File: src/hw/src_pkg.sv
package src_pkg;

  // display geometry
  localparam int unsigned DOTS_PER_CHAR   = 9;
  localparam int unsigned CHARS_PER_ROW   = 97;
  localparam int unsigned VISIBLE_CHARS   = 80;
  localparam int unsigned ROWS_ADDRESSED  = 11;
  localparam int unsigned ROW_CURSOR      = 12;    // zero based index of row 13
  localparam int unsigned ROWS_PLAIN      = 12;
  localparam int unsigned ROWS_CURSOR     = 13;
  localparam int unsigned SCREEN_CHARS    = 1920;
  localparam int unsigned CMD_LINE        = 24;    // partial line after 24 text lines
  localparam int unsigned ADDR_W          = 11;    // counts up to 2047

  // strobe phases within one character time (dot index)
  localparam logic [3:0] PH_RESET_CLK = 4'h0;
  localparam logic [3:0] PH_MEM_CLK   = 4'h1;
  localparam logic [3:0] PH_READ_EN   = 4'h2;
  localparam logic [3:0] PH_OBUF_LD   = 4'h3;
  localparam logic [3:0] PH_DBUF_LD   = 4'h4;
  localparam logic [3:0] PH_LAST      = 4'h8;

  // clock and timing
  localparam real         CLK_MHZ           = 10.0;
  localparam real         OSC_MHZ           = 13.482;  // original dot oscillator
  localparam real         SCREEN_PERIOD_MS  = 20.0;
  localparam real         MEM_REFRESH_US    = 15.6;    // per row address, longest
  localparam int unsigned MEM_REFRESH_CYC   = int'($floor(MEM_REFRESH_US * CLK_MHZ));
  localparam int unsigned MEM_ROW_W         = 7;       // 128 row addresses
  localparam int unsigned BLINK_FRAMES      = 16;

  // job definition byte fields
  localparam int unsigned JOB_DATA_MODE     = 0;
  localparam int unsigned JOB_LOWINT_FIXED  = 1;
  localparam int unsigned JOB_LOWINT_VAR    = 2;
  localparam int unsigned JOB_SHOW_CTL      = 3;
  localparam int unsigned JOB_BLANK_CMD     = 4;
  // field definition byte / control code fields
  localparam int unsigned FLD_BLANK         = 0;
  localparam int unsigned FLD_BLINK         = 1;
  localparam int unsigned FLD_TYPE_LO       = 3;
  localparam int unsigned FLD_TYPE_HI       = 4;
  localparam int unsigned FLD_LOWERCASE     = 5;
  localparam logic [1:0]  FLD_TYPE_FIXED    = 2'h0;
  localparam logic [1:0]  CTL_CODE_TAG      = 2'h0;    // bits 7:6 of a control code

  // display timing from the display counters
  typedef struct packed {
    logic [3:0] dot;
    logic [6:0] chr;
    logic [3:0] row;
    logic [4:0] line;
  } src_timing_s;

  // processor access request
  typedef struct packed {
    logic              write;
    logic [ADDR_W-1:0] addr;
    logic [7:0]        data;
  } src_rw_req_s;

  // video attribute flags
  typedef struct packed {
    logic blank_field;
    logic blank_ctl;
    logic blink_field;
    logic blank_cmd;
    logic low_intensity;
    logic variable_field;
  } src_vflags_s;

  typedef enum logic [2:0] {
    ST_IDLE   = 3'b000,
    ST_ADDR   = 3'b001,
    ST_STROBE = 3'b010,
    ST_DONE   = 3'b011,
    ST_MREF   = 3'b100
  } src_state_e;

endpackage

File: src/hw/src_screen_refresh_control.sv
`timescale 1ns/10ps
// Notes on behaviour
// - five refresh strobes per character, per row
// - full screen repeats about every 20 ms
// - read enable, output and display loads
// - 1920 sequential addresses, 11-bit counter
// - line start steps 80, loaded each row
// - same 80 addresses for 11 rows
// - processor access placed in retrace time
// - refresh inhibit gives processor access priority
// - processor access drives B register address
// - inhibit without access runs memory refresh
// - cursor video on address match
// - cursor video delayed two character times
// - cursor line raises cursor enable flag
// - cursor video only during row 13
// - blink timing passed to video control
// - bits 7:6 low mark control code
// - bits 4:3 classify fixed or variable
// - blank, blink, command area, intensity flags
// - field blank and intensity need data mode
// - case shift permit low on mode+lowercase
// - permit low allows lower case entry
// - field definition register holds cursor byte
// - 97 character times of nine dots
// - 12 rows, 13 with cursor enable
// - single synchronous clock for all timing
module src_screen_refresh_control
  import src_pkg::*;
#(
  parameter int unsigned FIFO_DEPTH = 2,
  parameter int unsigned DATA_W     = 8
)(
  input  wire logic              clk_i,                  // single system clock
  input  wire logic              srst_i,                 // sync reset, high
  input  wire src_timing_s       timing_i,               // display counter state
  input  wire logic              screen_refresh_inhibit_i, // processor inhibits refresh
  input  wire logic              rw_req_i,               // processor access request
  input  wire src_rw_req_s       rw_i,                   // access kind, B reg address, data
  input  wire logic              cursor_load_i,          // store B reg as cursor
  input  wire logic [ADDR_W-1:0] b_reg_i,                // B register
  input  wire logic [7:0]        job_def_i,              // job definition byte
  input  wire logic              field_def_load_i,       // byte passed by cursor
  input  wire logic [7:0]        field_definition_byte_i, // that byte
  input  wire logic [7:0]        mem_rdata_i,            // refresh memory data out
  input  wire logic              disp_ready_i,           // display path accepts
  output logic                   reset_clk_n_o,          // memory shift reset clock
  output logic                   refresh_memory_clock_n_o, // memory clock
  output logic                   read_en_n_o,            // memory to output buffer
  output logic                   output_buffer_load_n_o, // output buffer load
  output logic                   display_buffer_load_n_o, // display buffer load
  output logic [ADDR_W-1:0]      mem_addr_o,             // refresh memory address
  output logic                   mem_we_n_o,             // memory write strobe
  output logic [7:0]             mem_wdata_o,            // memory write data
  output logic                   mem_refresh_n_o,        // dynamic refresh cycle
  output logic                   rw_ack_o,               // processor access done
  output logic [7:0]             rw_rdata_o,             // processor read data
  output logic                   disp_valid_o,           // display word valid
  output logic [DATA_W-1:0]      disp_data_o,            // display word
  output logic                   cursor_enable_o,        // counter counts row 13
  output logic                   cursor_video_o,         // cursor painting
  output src_vflags_s            vflags_o,               // video attribute flags
  output logic                   case_shift_permit_n_o,  // lower case allowed, low
  output logic                   frame_tick_o            // start of each screen while refresh is not inhibited
);

  ////////////////////////////////////////////////////////////////////////////////
  // timing decode
  logic visible_row;
  logic visible_chr;
  logic char_slot;
  logic row_start;
  logic frame_start;
  logic line_end;
  logic retrace;
  logic char_end;

  // strobes only on the 80 visible characters of the first 11 rows
  assign visible_row = (timing_i.row < 4'(ROWS_ADDRESSED));
  assign visible_chr = (timing_i.chr < 7'(VISIBLE_CHARS));
  assign char_slot   = visible_row & visible_chr;
  assign char_end    = (timing_i.dot == PH_LAST);
  assign row_start   = (timing_i.chr == 7'h00) & (timing_i.dot == 4'h0);
  assign frame_start = row_start & (timing_i.row == 4'h0) & (timing_i.line == 5'h00);
  // last character of the last row of a line; row count depends on cursor enable
  assign line_end    = char_end & (timing_i.chr == 7'(CHARS_PER_ROW - 1)) &
                       (timing_i.row == (cursor_enable_o ? 4'(ROWS_CURSOR - 1)
                                                         : 4'(ROWS_PLAIN - 1)));
  // dead time, less the last char so an access ends before the next fetch
  assign retrace     = ~char_slot & (timing_i.chr != 7'(CHARS_PER_ROW - 1));

  ////////////////////////////////////////////////////////////////////////////////
  // refresh strobes, one set per character per row
  logic obuf_fire;
  logic obuf_pend_q;
  logic fifo_in_ready;

  always_ff @(posedge clk_i)
  begin
    if (srst_i)
    begin
      reset_clk_n_o            <= 1'b1;
      refresh_memory_clock_n_o <= 1'b1;
      read_en_n_o              <= 1'b1;
      output_buffer_load_n_o   <= 1'b1;
      display_buffer_load_n_o  <= 1'b1;
    end
    else
    begin
      // inhibit suspends the whole refresh sequence
      reset_clk_n_o            <= ~(char_slot & ~screen_refresh_inhibit_i &
                                    timing_i.dot == PH_RESET_CLK);
      refresh_memory_clock_n_o <= ~(char_slot & ~screen_refresh_inhibit_i &
                                    timing_i.dot == PH_MEM_CLK);
      read_en_n_o              <= ~(char_slot & ~screen_refresh_inhibit_i &
                                    timing_i.dot == PH_READ_EN);
      output_buffer_load_n_o   <= ~obuf_fire;
      display_buffer_load_n_o  <= ~(char_slot & ~screen_refresh_inhibit_i &
                                    timing_i.dot == PH_DBUF_LD);
    end
  end

  assign obuf_fire = char_slot & ~screen_refresh_inhibit_i & (timing_i.dot == PH_OBUF_LD);

  // frame marker: one pulse per screen unless refresh is inhibited, about every 20 ms at the nominal rate
  always_ff @(posedge clk_i)
  begin
    if (srst_i)
      frame_tick_o <= 1'b0;
    else
      frame_tick_o <= frame_start & ~screen_refresh_inhibit_i;
  end

  ////////////////////////////////////////////////////////////////////////////////
  // video address generation
  logic [ADDR_W-1:0] line_start_q;
  logic [ADDR_W-1:0] vid_addr_q;

  // line start value: cleared per screen, steps by 80 per character line
  always_ff @(posedge clk_i)
  begin
    if (srst_i)
      line_start_q <= '0;
    else if (frame_start)
      line_start_q <= '0;
    else if (line_end)
      line_start_q <= line_start_q + ADDR_W'(VISIBLE_CHARS);
  end

  // address counter: reloaded per row, advances once per character
  always_ff @(posedge clk_i)
  begin
    if (srst_i)
      vid_addr_q <= '0;
    else if (row_start)
      vid_addr_q <= frame_start ? '0 : line_start_q;
    else if (char_slot & char_end)
      vid_addr_q <= vid_addr_q + ADDR_W'(1);
  end

  ////////////////////////////////////////////////////////////////////////////////
  // processor access and memory refresh sequencer
  src_state_e         state_q;
  src_rw_req_s        rw_q;
  logic [MEM_ROW_W-1:0] mref_row_q;
  logic [15:0]        mref_cnt_q;
  logic               mref_due;
  logic               rw_window;

  // access may start in dead time or at any time while refresh is inhibited
  assign rw_window = retrace | screen_refresh_inhibit_i;
  assign mref_due  = (mref_cnt_q >= 16'(MEM_REFRESH_CYC - 2));

  always_ff @(posedge clk_i)
  begin
    if (srst_i)
      state_q <= ST_IDLE;
    else
    begin
      unique case (state_q)
        ST_IDLE:
        begin
          if (rw_req_i & rw_window)
            state_q <= ST_ADDR;
          else if (screen_refresh_inhibit_i & mref_due)
            state_q <= ST_MREF;
        end
        ST_ADDR:   state_q <= ST_STROBE;
        ST_STROBE: state_q <= ST_DONE;
        ST_DONE:   state_q <= ST_IDLE;
        ST_MREF:   state_q <= ST_IDLE;
        default:   state_q <= ST_IDLE;
      endcase
    end
  end

  // request captured when accepted
  always_ff @(posedge clk_i)
  begin
    if (srst_i)
      rw_q <= '0;
    else if (state_q == ST_IDLE & rw_req_i & rw_window)
      rw_q <= rw_i;
  end

  // refresh interval counter; restarts after each refresh cycle
  always_ff @(posedge clk_i)
  begin
    if (srst_i)
      mref_cnt_q <= '0;
    else if (state_q == ST_MREF | ~screen_refresh_inhibit_i)
      mref_cnt_q <= '0;
    else if (~mref_due)
      mref_cnt_q <= mref_cnt_q + 16'h0001;
  end

  // refresh row walks all row addresses in turn
  always_ff @(posedge clk_i)
  begin
    if (srst_i)
      mref_row_q <= '0;
    else if (state_q == ST_MREF)
      mref_row_q <= mref_row_q + MEM_ROW_W'(1);
  end

  // memory address mux: processor address blocks the video address
  always_ff @(posedge clk_i)
  begin
    if (srst_i)
    begin
      mem_addr_o      <= '0;
      mem_we_n_o      <= 1'b1;
      mem_wdata_o     <= '0;
      mem_refresh_n_o <= 1'b1;
    end
    else
    begin
      if (state_q == ST_ADDR | state_q == ST_STROBE | state_q == ST_DONE)
        mem_addr_o <= rw_q.addr;
      else if (state_q == ST_MREF)
        mem_addr_o <= ADDR_W'(mref_row_q);
      else
        mem_addr_o <= vid_addr_q;
      mem_we_n_o      <= ~(state_q == ST_STROBE & rw_q.write);
      mem_wdata_o     <= rw_q.data;
      mem_refresh_n_o <= ~(state_q == ST_MREF);
    end
  end

  // processor answer: one pulse, read data sampled at the end of the cycle
  always_ff @(posedge clk_i)
  begin
    if (srst_i)
    begin
      rw_ack_o   <= 1'b0;
      rw_rdata_o <= '0;
    end
    else
    begin
      rw_ack_o <= (state_q == ST_DONE);
      if (state_q == ST_DONE & ~rw_q.write)
        rw_rdata_o <= mem_rdata_i;
    end
  end

  ////////////////////////////////////////////////////////////////////////////////
  // two-entry display buffer; a stalled receiver holds the word pending
  logic [DATA_W-1:0] fifo_mem [FIFO_DEPTH];
  logic [DATA_W-1:0] pend_data_q;
  logic              rd_ptr_q;
  logic              wr_ptr_q;
  logic [1:0]        count_q;
  logic              push;
  logic              pop;
  logic              out_valid;

  assign fifo_in_ready = (count_q != 2'(FIFO_DEPTH));
  assign push          = obuf_pend_q & fifo_in_ready;
  assign out_valid     = (count_q != 2'h0);
  assign pop           = out_valid & disp_ready_i;

  // the output buffer word waits here until the buffer has room
  always_ff @(posedge clk_i)
  begin
    if (srst_i)
    begin
      obuf_pend_q <= 1'b0;
      pend_data_q <= '0;
    end
    else if (obuf_fire)
    begin
      obuf_pend_q <= 1'b1;
      pend_data_q <= DATA_W'(mem_rdata_i);
    end
    else if (push)
      obuf_pend_q <= 1'b0;
  end

  always_ff @(posedge clk_i)
  begin
    if (push)
      fifo_mem[wr_ptr_q] <= pend_data_q;
  end

  always_ff @(posedge clk_i)
  begin
    if (srst_i)
    begin
      rd_ptr_q <= 1'b0;
      wr_ptr_q <= 1'b0;
      count_q  <= 2'h0;
    end
    else
    begin
      if (push)
        wr_ptr_q <= ~wr_ptr_q;
      if (pop)
        rd_ptr_q <= ~rd_ptr_q;
      count_q <= count_q + 2'(push) - 2'(pop);
    end
  end

  // registered view of the buffer head
  always_ff @(posedge clk_i)
  begin
    if (srst_i)
    begin
      disp_valid_o <= 1'b0;
      disp_data_o  <= '0;
    end
    else
    begin
      disp_valid_o <= (count_q - 2'(pop) + 2'(push)) != 2'h0;
      disp_data_o  <= (count_q - 2'(pop) == 2'h0) ? pend_data_q
                                                 : fifo_mem[rd_ptr_q ^ pop];
    end
  end

  ////////////////////////////////////////////////////////////////////////////////
  // cursor buffer and compare
  logic [ADDR_W-1:0] cursor_addr_q;
  logic [1:0]        match_dly_q;
  logic              row13_q;
  logic [4:0]        blink_cnt_q;
  logic              blink_q;
  logic              on_line;

  always_ff @(posedge clk_i)
  begin
    if (srst_i)
      cursor_addr_q <= '0;
    else if (cursor_load_i)
      cursor_addr_q <= b_reg_i;
  end

  // match on line start plus column, valid in row 13; two char delay
  always_ff @(posedge clk_i)
  begin
    if (srst_i)
      match_dly_q <= 2'h0;
    else if (char_end)
      match_dly_q <= {match_dly_q[0],
                      visible_chr &
                      (line_start_q + ADDR_W'(timing_i.chr) == cursor_addr_q)};
  end

  // cursor sits on the line whose 80 addresses start at line start
  assign on_line = (cursor_addr_q >= line_start_q) &
                   (cursor_addr_q <  line_start_q + ADDR_W'(VISIBLE_CHARS));

  always_ff @(posedge clk_i)
  begin
    if (srst_i)
      cursor_enable_o <= 1'b0;
    else
      cursor_enable_o <= on_line & (cursor_addr_q < ADDR_W'(SCREEN_CHARS));
  end

  // cursor video enable opens at the start of row 13
  always_ff @(posedge clk_i)
  begin
    if (srst_i)
      row13_q <= 1'b0;
    else if (row_start)
      row13_q <= (timing_i.row == 4'(ROW_CURSOR)) & cursor_enable_o;
  end

  // blink timing: toggles every few screens
  always_ff @(posedge clk_i)
  begin
    if (srst_i)
    begin
      blink_cnt_q <= '0;
      blink_q     <= 1'b0;
    end
    else if (frame_start)
    begin
      if (blink_cnt_q == 5'(BLINK_FRAMES - 1))
      begin
        blink_cnt_q <= '0;
        blink_q     <= ~blink_q;
      end
      else
        blink_cnt_q <= blink_cnt_q + 5'h01;
    end
  end

  always_ff @(posedge clk_i)
  begin
    if (srst_i)
      cursor_video_o <= 1'b0;
    else
      cursor_video_o <= match_dly_q[1] & row13_q &
                        (timing_i.row == 4'(ROW_CURSOR));
  end

  ////////////////////////////////////////////////////////////////////////////////
  // video control
  logic [7:0] field_def_q;
  logic [7:0] ctl_q;
  logic       is_ctl;
  logic       data_mode;
  logic       var_field;

  // only the byte the cursor passed is kept here, not the streamed ones
  always_ff @(posedge clk_i)
  begin
    if (srst_i)
      field_def_q <= '0;
    else if (field_def_load_i)
      field_def_q <= field_definition_byte_i;
  end

  assign is_ctl    = (mem_rdata_i[7:6] == CTL_CODE_TAG);
  assign data_mode = job_def_i[JOB_DATA_MODE];
  assign var_field = (ctl_q[FLD_TYPE_HI:FLD_TYPE_LO] != FLD_TYPE_FIXED);

  // latest control code seen in the refresh stream, cleared per screen
  always_ff @(posedge clk_i)
  begin
    if (srst_i)
      ctl_q <= '0;
    else if (frame_start)
      ctl_q <= '0;
    else if (obuf_fire & is_ctl)
      ctl_q <= mem_rdata_i;
  end

  always_ff @(posedge clk_i)
  begin
    if (srst_i)
      vflags_o <= '0;
    else
    begin
      vflags_o.variable_field <= var_field;
      vflags_o.blank_field    <= data_mode & ctl_q[FLD_BLANK];
      vflags_o.blank_ctl      <= obuf_fire & is_ctl & ~job_def_i[JOB_SHOW_CTL];
      vflags_o.blink_field    <= ctl_q[FLD_BLINK] & blink_q;
      vflags_o.blank_cmd      <= job_def_i[JOB_BLANK_CMD] &
                                 (timing_i.line == 5'(CMD_LINE));
      vflags_o.low_intensity  <= data_mode &
                                 (var_field ? job_def_i[JOB_LOWINT_VAR]
                                            : job_def_i[JOB_LOWINT_FIXED]);
    end
  end

  // low permits lower case keyboard entry
  always_ff @(posedge clk_i)
  begin
    if (srst_i)
      case_shift_permit_n_o <= 1'b1;
    else
      case_shift_permit_n_o <= ~(data_mode & field_def_q[FLD_LOWERCASE]);
  end

endmodule

File: config.mk
export PLATFORM = sky130hd
export DESIGN_NAME = src_screen_refresh_control
export DESIGN_NICKNAME = d
export VERILOG_FILES = /design/src/hw/src_pkg.sv /design/src/hw/src_screen_refresh_control.sv
export SDC_FILE = /design/constraint.sdc
export NUM_CORES = 1
export LEC_CHECK = 0
export BUFFER_PORTS_ARGS = -buffer_cell sky130_fd_sc_hd__buf_2
export CAP_MARGIN = 15
export CORE_MARGIN = 3
export CORE_UTILIZATION = 34
export CTS_BUF_LIST = sky130_fd_sc_hd__clkbuf_2 sky130_fd_sc_hd__clkbuf_4 sky130_fd_sc_hd__clkbuf_8
export DETAILED_ROUTE_END_ITERATION = 10
export GPL_ROUTABILITY_DRIVEN = 0
export PLACE_DENSITY_LB_ADDON = 0.12
export SYNTH_ARGS = -nofsm -noshare
export SYNTH_HDL_FRONTEND = slang
export SYNTH_SLANG_ARGS = --single-unit
File: constraint.sdc
create_clock -name clk_i -period 2.5 [get_ports clk_i]
set_clock_uncertainty 0.05 [all_clocks]
set_input_delay 0.125 -clock clk_i [delete_from_list [all_inputs] [get_ports clk_i]]
set_output_delay 0.125 -clock clk_i [all_outputs]
set_load 0.02 [all_outputs]
==> reports/qor.yml <==
yosys_warnings: 0
dieHeight_um: 154
hold_path.class: "in -> reg"
row_count: 53
fin_ws_ns: 0.248
hpwl_um: 12900
track_usage_pct: 15.3
avgRoutedWirePerCell_um: 14.7
routed_wl_um: 18100
max_freq_ghz: 0.444
setup_violations: 0
grt_pass1_wl_um: 29400
rsz0062_at_grt: "no"
grt_pass1_vias: 5649
r2r_slack_ns: 0.28
total_power_mw: 6.14
design_area_mm2: 0.00945
synth.top_cell.area_share_pct: 41.9
yosys.area_share.xor_xnor_pct: 5.97
hold_path_depth: 3
drv_slew: 0
cp_max_fo: 15
dp_cells: 1149
drc_errors: 0
pwr_density_cell_mw_per_mm2: 650
swShare_pct: 28.3
fin_cells: 1235
synth.area.top_cells: "dfxtp_1 42%, edfxtp_1 6.4%, mux2i_1 6.0%"
start_util_pct: 35.1
netlist_instances: 762
drt_first_pass_iters: 7
insertion_delay_ns: 0.47
core_area_mm2: 0.0213
synth_top_family_by_area: "simple AND/OR/NAND/NOR gates"
io_buffers: 125
ys_async_sr_fraction_pct: 0
area_growth_pct: 26.7
postRouteAntennaNets: 0
netlist_area_mm2: 0.00746
power_frac_seq_pct: 48.1
power.net_switching_mw: 1.74
synthDistinctLibCells: 62
finalHoldViolCount: 0
whs_endpoint: "frame_tick_o$_SDFF_PP0_"
synth_largest_area_cell: "dfxtp_1"
tightestPinTransition_ns: 0.941
r2r-end: "match_dly_q[0]$_SDFFE_PP0N_"
timing.final.crit_share_pct: 90.1
reg2reg_from: "line_start_q[4]$_SDFFE_PP0P_"
required_ns: 2.87
cts_root_buffer: "clkbuf_8"
clock_power_share_pct: 34.4
synth-simple-area-share_pct: 20.6
grt_antenna_before_repair: 0
cp-end-kind: "flop"
cts.path.max_buffers: 2
synthMuxAreaShare_pct: 7.24
ys_seq_area_share_pct: 48.3
status: "finished clean"
holdCritStartpoint: "screen_refresh_inhibit_i"
pin_count: 136
placed_cell_area_mm2: 0.00848
ys.flop_type: "dfxtp_1"
grt_overflow: 0
worst-r2r-cell-count: 8
ys_seq_elements: 172
path_clk_slew_ns: 0.10
p_int_mw: 4.40
fin_crit_ns: 2.25
critPathLaunchType: "input pin"
syn_avg_cell_area_um2: 9.79
via_count: 5891
die_w_um: 154
cts.sinks: 172
cts_resized: 0
grt_start_max_net_pins: 77
h-tree-depth: 4
timing.slew.headroom_pct: 37.2
drive_gt1_share_pct: 21.3
final_core_util_pct: 44.4
pre_cts_ws_ns: 0.223
whs_ns: 0.0331
cts_tree: "done"
synth_nets: 872
cp_data_arrival_time_ns: 2.62
drt_first_iter_violations: 308
nets: 1057
leakagePower_nw: 3.86
synth_compound_area_share_pct: 10.1
synth_edf_count: 16
postCtsSetupRepairBufs: 0
power_frac_comb_pct: 17.5
cts_inserted_buffers: 17
via_per_inst: 4.77
num_antenna_cells: 0
ctsHoldBuffers: 54
dieArea_mm2: 0.0238
fin_setup_tns_ns: 0
cap_violations: 0
synth-adder-area-share_pct: 4.80
worstSetupPathType: "in -> reg"
peakVddDrop_mv: 0.279
-- worst max-delay path, stage by stage --
cell	delay (ns)
dlygate4sd3_1	0.53
buf_2	0.15
or2_2	0.31
a2111oi_4	0.33
buf_4	0.33
nand2b_1	0.11
nor4_1	0.16
dlygate4sd3_1	0.57
-- how the worst max path moves through the flow --
| stage | start | end | slack (ns) | cells past startpoint |
|---|---|---|---|---|
| after floorplan | line_start_q[4]$_SDFFE_PP0P_ | match_dly_q[0]$_SDFFE_PP0N_ | 0.66 | 8 |
| after detailed placement | timing_i[13] | rw_q[14]$_SDFFE_PP0P_ | 0.22 | 7 |
| after global routing | line_start_q[4]$_SDFFE_PP0P_ | match_dly_q[0]$_SDFFE_PP0N_ | 0.05 | 8 |
| after CTS | line_start_q[4]$_SDFFE_PP0P_ | match_dly_q[0]$_SDFFE_PP0N_ | 0.27 | 8 |
| after global placement | timing_i[13] | rw_q[13]$_SDFFE_PP0P_ | 0.24 | 7 |
| final | timing_i[18] | vflags_o[4]$_SDFF_PP0_ | 0.25 | 8 |
-- flip-flops by register name (all words and copies together), names as in the netlist, 2 cells and up --
register       cells
blink_cnt_q        5
count_q            2
ctl_q              4
cursor_addr_q     11
disp_data_o        8
fifo_mem          16
line_start_q       7
match_dly_q        2
mem_addr_o        11
mem_wdata_o        8
mref_cnt_q        16
mref_row_q         7
pend_data_q        8
rw_q              20
rw_rdata_o         8
state_q            3
vflags_o           6
vid_addr_q        11
-- metal layers --
layer	vias up	share of wire (%)	track usage, %
met4	0	1.3	4.42
met3	16	4.1	3.52
met1	2733	49	21.3
met2	109	45	23.9
met5	-	0	0
li1	3033	-	-
-- area by class of cell --
type | count | area, um2
multi-input cells | 532 | 3650
well taps | 275 | 344
inverters | 21 | 78.8
fillers | 2079 | 11800
flip-flops and latches | 172 | 3600
clock inverters | 14 | 183
repair buffers | 203 | 1350
clock buffers | 18 | 248
-- logic make-up (layout without fill, tap and decap cells) --
| logic type | after synthesis | count (layout) |
|---|---|---|
| flip-flops | 172 | 172 |
| buffers and inverters | 58 | 256 |
| XOR/XNOR | 50 | 50 |
| adder cells (fa/ha/maj) | 28 | 28 |
| AND/OR/NAND/NOR | 290 | 290 |
| multiplexers | 53 | 53 |
| AO/OA/AOI/OAI | 111 | 111 |
-- Yosys cell counts (all sizes together) (8+ instances only) --
master / instances
dfxtp: 156
nor2: 77
nand2: 55
mux2i: 45
a21oi: 32
xnor2: 29
ha: 27
nand2b: 27
nor2b: 27
clkbuf: 24
o21ai: 24
inv: 21
xor2: 21
a211oi: 20
edfxtp: 16
nor3: 16
buf: 13
nand3: 13
and2: 11
nor4: 11
nand3b: 9
nand4: 9
a311oi: 8
mux2: 8
-- cells in the final DEF (no fill, tap or decap), types with 8 or more instances in the layout --
| cell type | count |
|---|---|
| dlygate4sd3_1 | 54 |
| ha_1 | 27 |
| xnor2_1 | 28 |
| clkbuf_8 | 18 |
| buf_4 | 25 |
| buf_2 | 124 |
| mux2_2 | 8 |
| mux2i_1 | 45 |
| nor3_1 | 16 |
| a311oi_1 | 8 |
| nand2_1 | 55 |
| nand3_1 | 12 |
| nand3b_1 | 9 |
| nor4_1 | 10 |
| nor2_1 | 76 |
| edfxtp_1 | 16 |
| and2_1 | 11 |
| xor2_1 | 21 |
| nor2b_1 | 27 |
| nand2b_1 | 27 |
| a211oi_1 | 18 |
| a21oi_1 | 32 |
| nand4_1 | 8 |
| inv_1 | 21 |
| o21ai_0 | 24 |
| dfxtp_1 | 156 |
-- power by group through the flow --
stage / logic [mW] / registers [mW] / clock network [mW]
final: 1.07 / 2.95 / 2.11
after global routing: 1.23 / 2.96 / 2.31
after CTS: 1.10 / 2.95 / 2.20
after detailed placement: 1.03 / 3.02 / 0
after global placement: 1.02 / 3.02 / 0
after floorplan: 0.680 / 3.05 / 0
(Power assumes the default switching activity.)
